===== config.mk =====
export PLATFORM = sky130hd
export DESIGN_NAME = obslc_top
export DESIGN_NICKNAME = d
export VERILOG_FILES = /design/src/hdl/obslc_pkg.sv /design/src/hdl/obslc_gain_map.sv /design/src/hdl/obslc_top.sv
export VERILOG_INCLUDE_DIRS = /design/src /design/src/hdl
export SDC_FILE = /design/constraint.sdc
export NUM_CORES = 1
export LEC_CHECK = 0
export BUFFER_PORTS_ARGS = -buffer_cell sky130_fd_sc_hd__buf_2
export CORE_MARGIN = 5
export CORE_UTILIZATION = 45
export DETAILED_ROUTE_END_ITERATION = 12
export PLACE_DENSITY = 0.71
export SLEW_MARGIN = 20
export SYNTH_ARGS = -nofsm -noshare
export SYNTH_HDL_FRONTEND = slang
export SYNTH_SLANG_ARGS = --single-unit

===== constraint.sdc =====
create_clock -name clk -period 1.2 [get_ports clk]
set_input_delay 0.06 -clock clk [delete_from_list [all_inputs] [get_ports clk]]
set_output_delay 0.06 -clock clk [all_outputs]
set_load 0.01 [all_outputs]

===== src/hdl/obslc_cfg.svh =====
// constants for the offset and bit-sync loop control block
`ifndef OBSLC_CFG_SVH
`define OBSLC_CFG_SVH
// register offsets
`define OBSLC_FOC_ADDR 6'h19
`define OBSLC_BS_ADDR 6'h1A
// reset values
`define OBSLC_FOC_RST 8'h36
`define OBSLC_BS_RST 8'h6C
// field positions, frequency register
`define OBSLC_FOC_GATE_BIT 5
`define OBSLC_FOC_PRE_HI 4
`define OBSLC_FOC_PRE_LO 3
`define OBSLC_FOC_POST_BIT 2
`define OBSLC_FOC_LIM_HI 1
`define OBSLC_FOC_LIM_LO 0
`define OBSLC_FOC_WMASK 8'h3F
// field positions, bit-sync register
`define OBSLC_BS_KI_HI 7
`define OBSLC_BS_KI_LO 6
`define OBSLC_BS_KP_HI 5
`define OBSLC_BS_KP_LO 4
`define OBSLC_BS_POSTKI_BIT 3
`define OBSLC_BS_POSTKP_BIT 2
`define OBSLC_BS_LIM_HI 1
`define OBSLC_BS_LIM_LO 0
`endif


===== src/hdl/obslc_pkg.sv =====
// types for the offset and bit-sync loop control block
package obslc_pkg;
  // gain expressed in half units of the base gain: 1 = K/2 .. 8 = 4K
  typedef logic [3:0] obslc_gain_t;
  // loop settings handed to the demodulator datapath
  typedef struct packed {
    logic freq_run;
    obslc_gain_t freq_gain;
    logic [1:0] freq_offset_saturation;
    logic clkrec_run;
    obslc_gain_t clkrec_integral;
    obslc_gain_t clkrec_proportional;
    logic [1:0] rate_offset_saturation;
  } obslc_loop_t;
  // sync-phase tracker states
  typedef enum logic [1:0] {
    OBSLC_PRE = 2'b01,
    OBSLC_POST = 2'b10
  } obslc_phase_t;
endpackage


===== src/hdl/obslc_gain_map.sv =====
// maps a pre/post gain selection to half-unit gain
`timescale 1ns/100ps
`default_nettype none
module obslc_gain_map (
  input wire logic [1:0] pre_sel,
  input wire logic post_bit,
  input wire logic after_sync,
  input wire logic post_is_base,
  output logic [3:0] gain
);
  // pre gain: code n gives (n+1) base units = 2(n+1) half units
  logic [3:0] pre_gain;
  always_comb begin
    pre_gain = {1'b0, pre_sel, 1'b0} + 4'h2;
    gain = pre_gain;
    // post selection replaces pre gain once the sync word is seen
    if (after_sync && post_bit) begin
      gain = post_is_base ? 4'h2 : 4'h1;
    end
  end
endmodule
`default_nettype wire


===== src/hdl/obslc_top.sv =====
// offset compensation and bit-sync loop control with register port
//
// Implementation choice: the address-and-strobe port.
`timescale 1ns/100ps
`default_nettype none
`include "obslc_cfg.svh"
module obslc_top (
  input wire logic clk,
  input wire logic rst_b,
  input wire logic clk_en,
  input wire logic [5:0] reg_addr,
  input wire logic [7:0] reg_wdata,
  input wire logic reg_wr,
  input wire logic reg_rd,
  output logic [7:0] reg_rdata,
  input wire logic carrier_sense,
  input wire logic sync_detected,
  input wire logic rx_restart,
  output obslc_pkg::obslc_loop_t loop_cfg
);
  import obslc_pkg::*;

  // configuration registers
  logic [7:0] foc_q;
  logic [7:0] bs_q;
  // synchronised demodulator status
  logic [1:0] cs_sync_q;
  logic [1:0] sync_sync_q;
  logic [1:0] rst_sync_q;
  // sync phase and gate state
  obslc_phase_t phase_q;
  logic sensed_q;
  // gain map results
  obslc_gain_t freq_gain;
  obslc_gain_t ki_gain;
  obslc_gain_t kp_gain;
  logic after_sync;
  logic gate_hold;
  // per-register hit, qualified by the strobe that uses it
  logic [1:0] wr_sel;
  logic [1:0] rd_sel;

  // register address decode, used for writes and reads
  function automatic logic [1:0] decode(input logic [5:0] a);
    decode = {a == `OBSLC_BS_ADDR, a == `OBSLC_FOC_ADDR};
  endfunction

  // a function result cannot be bit-selected, so the hits live in nets
  assign wr_sel = decode(reg_addr) & {2{reg_wr}};
  assign rd_sel = decode(reg_addr) & {2{reg_rd}};

  // register writes; unused frequency bits 7:6 stay zero
  always_ff @(posedge clk or negedge rst_b) begin
    if (!rst_b) begin
      foc_q <= `OBSLC_FOC_RST;
      bs_q <= `OBSLC_BS_RST;
    end else if (clk_en) begin
      if (wr_sel[0]) begin
        foc_q <= reg_wdata & `OBSLC_FOC_WMASK;
      end
      if (wr_sel[1]) begin
        bs_q <= reg_wdata;
      end
    end
  end

  // read data one cycle later; unmapped addresses read zero
  always_ff @(posedge clk or negedge rst_b) begin
    if (!rst_b) begin
      reg_rdata <= 8'h00;
    end else if (clk_en) begin
      if (rd_sel[0]) begin
        reg_rdata <= foc_q;
      end else if (rd_sel[1]) begin
        reg_rdata <= bs_q;
      end else begin
        reg_rdata <= 8'h00;
      end
    end
  end

  // two-stage synchronisers for demodulator status levels
  always_ff @(posedge clk or negedge rst_b) begin
    if (!rst_b) begin
      cs_sync_q <= 2'b00;
      sync_sync_q <= 2'b00;
      rst_sync_q <= 2'b00;
    end else if (clk_en) begin
      cs_sync_q <= {cs_sync_q[0], carrier_sense};
      sync_sync_q <= {sync_sync_q[0], sync_detected};
      rst_sync_q <= {rst_sync_q[0], rx_restart};
    end
  end

  // sync phase: restart wins, then sync detection moves to post gains
  always_ff @(posedge clk or negedge rst_b) begin
    if (!rst_b) begin
      phase_q <= OBSLC_PRE;
    end else if (clk_en) begin
      unique case (phase_q)
        OBSLC_PRE: begin
          if (!rst_sync_q[1] && sync_sync_q[1]) begin
            phase_q <= OBSLC_POST;
          end
        end
        OBSLC_POST: begin
          if (rst_sync_q[1]) begin
            phase_q <= OBSLC_PRE;
          end
        end
        default: begin
          phase_q <= OBSLC_PRE;
        end
      endcase
    end
  end

  // carrier sense seen in this attempt; cleared on restart
  always_ff @(posedge clk or negedge rst_b) begin
    if (!rst_b) begin
      sensed_q <= 1'b0;
    end else if (clk_en) begin
      if (rst_sync_q[1]) begin
        sensed_q <= 1'b0;
      end else if (cs_sync_q[1]) begin
        sensed_q <= 1'b1;
      end
    end
  end

  assign after_sync = (phase_q == OBSLC_POST);
  // loops held while gate set and no carrier sense yet
  assign gate_hold = foc_q[`OBSLC_FOC_GATE_BIT] && !sensed_q && !cs_sync_q[1];

  // frequency loop gain: pre K..4K, post same or K/2
  obslc_gain_map u_freq_gain (
    .pre_sel(foc_q[`OBSLC_FOC_PRE_HI:`OBSLC_FOC_PRE_LO]),
    .post_bit(foc_q[`OBSLC_FOC_POST_BIT]),
    .after_sync(after_sync),
    .post_is_base(1'b0),
    .gain(freq_gain)
  );

  // clock recovery integral gain: pre Ki..4Ki, post same or Ki/2
  obslc_gain_map u_ki_gain (
    .pre_sel(bs_q[`OBSLC_BS_KI_HI:`OBSLC_BS_KI_LO]),
    .post_bit(bs_q[`OBSLC_BS_POSTKI_BIT]),
    .after_sync(after_sync),
    .post_is_base(1'b0),
    .gain(ki_gain)
  );

  // clock recovery proportional gain: pre Kp..4Kp, post same or Kp
  obslc_gain_map u_kp_gain (
    .pre_sel(bs_q[`OBSLC_BS_KP_HI:`OBSLC_BS_KP_LO]),
    .post_bit(bs_q[`OBSLC_BS_POSTKP_BIT]),
    .after_sync(after_sync),
    .post_is_base(1'b1),
    .gain(kp_gain)
  );

  // registered loop settings to the datapath
  always_ff @(posedge clk or negedge rst_b) begin
    if (!rst_b) begin
      loop_cfg <= '0;
    end else if (clk_en) begin
      loop_cfg.freq_run <= !gate_hold;
      loop_cfg.clkrec_run <= !gate_hold;
      loop_cfg.freq_gain <= freq_gain;
      loop_cfg.clkrec_integral <= ki_gain;
      loop_cfg.clkrec_proportional <= kp_gain;
      // code 0 means no compensation, 1..3 are BW/8, BW/4, BW/2
      loop_cfg.freq_offset_saturation <= foc_q[`OBSLC_FOC_LIM_HI:`OBSLC_FOC_LIM_LO];
      // code 0 none, 1..3 are 3.125, 6.25, 12.5 percent
      loop_cfg.rate_offset_saturation <= bs_q[`OBSLC_BS_LIM_HI:`OBSLC_BS_LIM_LO];
    end
  end
endmodule
`default_nettype wire


# [After elaboration in Yosys (flattened, before gate mapping)]
# Index checks and enable logic that the tools add are counted.
[classes] n_bitwise=2 n_addsub=3 n_eq_ne=6 muxes=10 n_reduce_logical=15
[ops] cell="$mux 8" n=2
[ops] cell="$add 3x2->4 const B" n=3
[ops] cell="$eq 6x5->1 const B" n=2
[ops] cell="$mux 4" n=3
[ops] cell="$logic_and 1x1->1" n=6
[ops] cell="$reduce_and 2->1" n=3
[ops] cell="$and 2x2->2" n=2
[ops] cell="$logic_not 1->1" n=4
[ops] cell="$mux 2" n=2
[ops] cell="$ne 2x2->1 const B" n=2
[ops] cell="$pmux 2 s2" n=1
[ops] cell="$reduce_and 3->1" n=1
[ops] cell="$eq 2x1->1 const B" n=1
[ops] cell="$eq 2x2->1 const B" n=1
[ops] cell="$mux 1" n=2
[ops] cell="$reduce_bool 2->1" n=1
[totals] word_cells=50 regBits=48 inputBits=22 output_inout_bits=26

# [Depth between registers and ports, before layout]
[depth] depth_word=4 ltp_mapped=5 depth_no_buf=3

# [Cells and area by module]
# A second synthesis with hierarchy kept.
[unflattened] hier_cells=156 area_unflattened_um2=2145.8
[by_module_without_submodules] mod="obslc_top" seq_area_each_um2=1212.4 n_inst=1 cells_per_inst=138 area_per_inst_um2=2006.9
[by_module_without_submodules] mod="obslc_gain_map" seq_area_each_um2=0.0 n_inst=3 cells_per_inst=6 area_per_inst_um2=46.3

# [Worst setup path before layout]
# OpenSTA, ideal clock, no wires.
[synth_timing] path_type="in2reg" start="input reg_addr[2]" end="register bs_q[0]" cell_stages=4 path_buffers=1 setup_slack_ns=0.065 arrival_time_ns=1.010 setup_ns=0.125 cell_sequence="and4bb_2 and4_4 buf_12 mux2_4"
[synth_via] elab_chain_len=3
[synth_lines] item="start, declared" line="obslc_top.sv:11" text="input wire logic [5:0] reg_addr,"
[synth_lines] item="$eq 6x5->1 (no source line)"
[synth_lines] item="$and 2x2->2" line="obslc_top.sv:49" text="assign wr_sel = decode(reg_addr) & {2{reg_wr}};"
[synth_lines] item="$reduce_and 2->1 (no source line)"
[synth_lines] item="end signal, assigned" line="obslc_top.sv:56" text="bs_q <= `OBSLC_BS_RST;"
[synth_lines] item="end signal, assigned" line="obslc_top.sv:62" text="bs_q <= reg_wdata;"
[synth_lines] item="end, declared" line="obslc_top.sv:25" text="logic [7:0] bs_q;"
# Every way passes these cells.
# A chain may end at the register's enable or synchronous reset.

# [Worst setup path in the final report]
[layout_timing] start="register bs_q[3]" end="register loop_cfg[7] (netlist name)"
[layout_via] elab_chain_len=2
[layout_lines] item="$logic_and 1x1->1" line="obslc_gain_map.sv:17" text="if (after_sync && post_bit) begin"
[layout_lines] item="$mux 4" line="obslc_gain_map.sv:17"
[layout_lines] item="end, declared" line="obslc_top.sv:19" text="output obslc_pkg::obslc_loop_t loop_cfg"
# Every way passes these cells.

==> flow_summary_export.csv <==
group,metric,value,unit
yosys,ys_types,29,
yosys,mappedNetlistArea,2060,um2
global_route,grt_usage,14.3,%
cts,htreeDepth,2,
timing,rsz0062_at_grt,"false",
global_route,grt_max_degree,48,
cts,cts_buffer_depth,2,
global_route,antenna_found_initial,0,
global_route,grt_pass1_wl,6.86,mm
run,cap_violations,0,
routing,antenna_left,0,
timing,setup_violations,0,
cts,post_cts_buffers,0,
routing,drt_first_pass_iters,2,
timing,fin_crit,1.16,ns
cts,cts.reportedPaths.clkPinSlew,0.08,ns
layout,fillers,398,
layout,multi_input_area,734,um2
floorplan,io_pins,48,
placement,dpl_cell_area,2360,um2
layout,final_area,2530,um2
worst_setup_path,worstPathArrival,1.35,ns
layout,layout_commonest_cell,"buf_2",
worst_setup_path,critPathKind,"reg -> reg",
timing,max_freq,861,MHz
floorplan,die_y,77.7,um
yosys,ys_ff_latch,47,
timing,holdWs,0.0170,ns
min_path,holdCritPathClass,"in -> reg",
layout,drive_gt1_share,47.5,%
layout,num-nets-final,243,
yosys,syn_nets,183,
placement,place_hpwl,2.89,mm
yosys,synth_area_per_cell,13.1,um2
timing,tns,0,ns
cts,cts_tree,"yes",
layout,fin_cells,271,
layout,post-route-util,57.4,%
yosys,synth_edf_count,0,
layout,final_cell_mix,"46 x buf_2, 38 x dfrtp_1, 16 x inv_1",
routing,wl,3.96,mm
yosys,synth_ff_type,"dfrtp_1",
layout,diodes,0,
status,outcome,"completed",
timing,hold_viol,0,
floorplan,die_w,77.7,um
cts,cts_root_buf,"clkbuf_8",
power,powerDensity,1300,nW/um2
floorplan,num_rows,24,
routing,remaining_drc_errors,0,
placement,dp.cells,256,
layout,areaGrowthSynthToFinish,22.9,%
timing,finalMaxSlewViolations,0,
routing,via_per_inst,5.04,
routing,drt-wirelength-per-cell,14.6,um
yosys,ys_warn_count,0,
routing,drt_iter0_markers,66,
worst_setup_path,worstSetupStartpointType,"flip-flop",
yosys,syn_inst,158,
global_route,grt_pass1_vias,1431,
worst_setup_path,cp_max_fo,3,
floorplan,start_util,46.7,%
cts,cts.sinks,47,
cts,cts_made_buffers,5,
placement,routabilityCongestion,0.804,
timing,layout_setup_ws,0.0381,ns
timing,fin_crit_sh,96.8,%
placement,post-place-ws,-0.0620,ns
layout,seq_area,1190,um2
cts,worstSkewPairLatency,0.30,ns
floorplan,core-area,4410,um2
worst_setup_path,required,1.39,ns
placement,numPortBuffers,46,
power,total_power,3.28,mW
worst_setup_path,critPathCaptureType,"flip-flop",
power,ir_drop,0.000735,V
timing,fin_skew,0.00183,ns
yosys,seq_area_frac_synth,57.6,%
power,p_leak,1.21,nW
yosys,postSynth.asyncResetShare,100,%
routing,routed-via-count,1366,
global_route,overflow,0,
floorplan,die_area,6040,um2
power by group:
group	internal (mW)	switching, mW
registers	1.74	0.0944
clock network	0.526	0.493
logic	0.237	0.197
registers in the layout, summed over array words and instances, names as in the netlist:
signal and count:
sync_sync_q 2, rst_sync_q 2, cs_sync_q 2, foc_q 6, loop_cfg 16, reg_rdata 8
bs_q 8, phase_q 2, sensed_q 1
cell families (layout without fill, tap and decap cells):
family / Yosys count / in the layout / share of synthesized area (%)
flops: 47 / 47 / 57.6
compound gates: 28 / 28 / 8.79
mux: 28 / 28 / 17.8
buf+inv: 26 / 87 / 6.85
simple gates: 25 / 25 / 6.97
fa+ha+maj: 3 / 3 / 1.82
other cells: 1 / 1 / 0.182
metal layers:
metal / share of wire (%) / routed length [um] / vias to the layer above / track usage (%)
met4: 1.5 / 58 / 0 / 4.64
met5: 0 / 0 / - / 0
met1: 45 / 1800 / 667 / 18.5
met2: 48 / 1900 / 26 / 22.9
li1: - / - / 667 / -
met3: 5.1 / 202 / 6 / 4.17
cells in the mapped netlist (all sizes together) (2+ instances only):
cell type / n / area share [%]
o21ai: 3 / 0.73
mux2: 28 / 18
a21oi: 2 / 0.49
buf: 10 / 3.9
nand3: 2 / 0.49
dfrtp: 38 / 46
o22ai: 14 / 4.2
and4: 2 / 1.1
and3b: 2 / 0.85
dfstp: 9 / 11
inv: 16 / 2.9
ha: 3 / 1.8
nand2: 10 / 1.8
nor2: 4 / 0.73
a22oi: 6 / 2.2
cell type report:
type,instances,area share [%]
inverters,16,2.37
multi-input cells,85,29.0
flip-flops and latches,47,46.8
repair buffers,63,15.3
clock buffers,8,3.95
well taps,52,2.57
repair_timing:
action,4_1_cts,5_1_grt
resized for setup,0,0
hold buffers,7,0
endpoints found under the hold margin,53,0
final timing paths:
kind                                    from            to  slack [ns]  cells after the start
worst min-delay path            reg_wdata[1]       bs_q[1]        0.02                      2
worst max register to register       bs_q[3]   loop_cfg[7]        0.04                      3
max in group asynchronous              rst_b       bs_q[3]        0.66                      3
worst min register to register   loop_cfg[3]   loop_cfg[3]        0.50                      1
worst max-delay path                 bs_q[3]   loop_cfg[7]        0.04                      3
min in group asynchronous              rst_b  loop_cfg[11]        0.25                      3
critical path, stage by stage, from the launching register on:
cell and delay, ns:
dfstp_2 0.54, and3b_1 0.22, nor2_1 0.05, mux2_2 0.25
No activity file was read; power rests on OpenSTA's default activity.
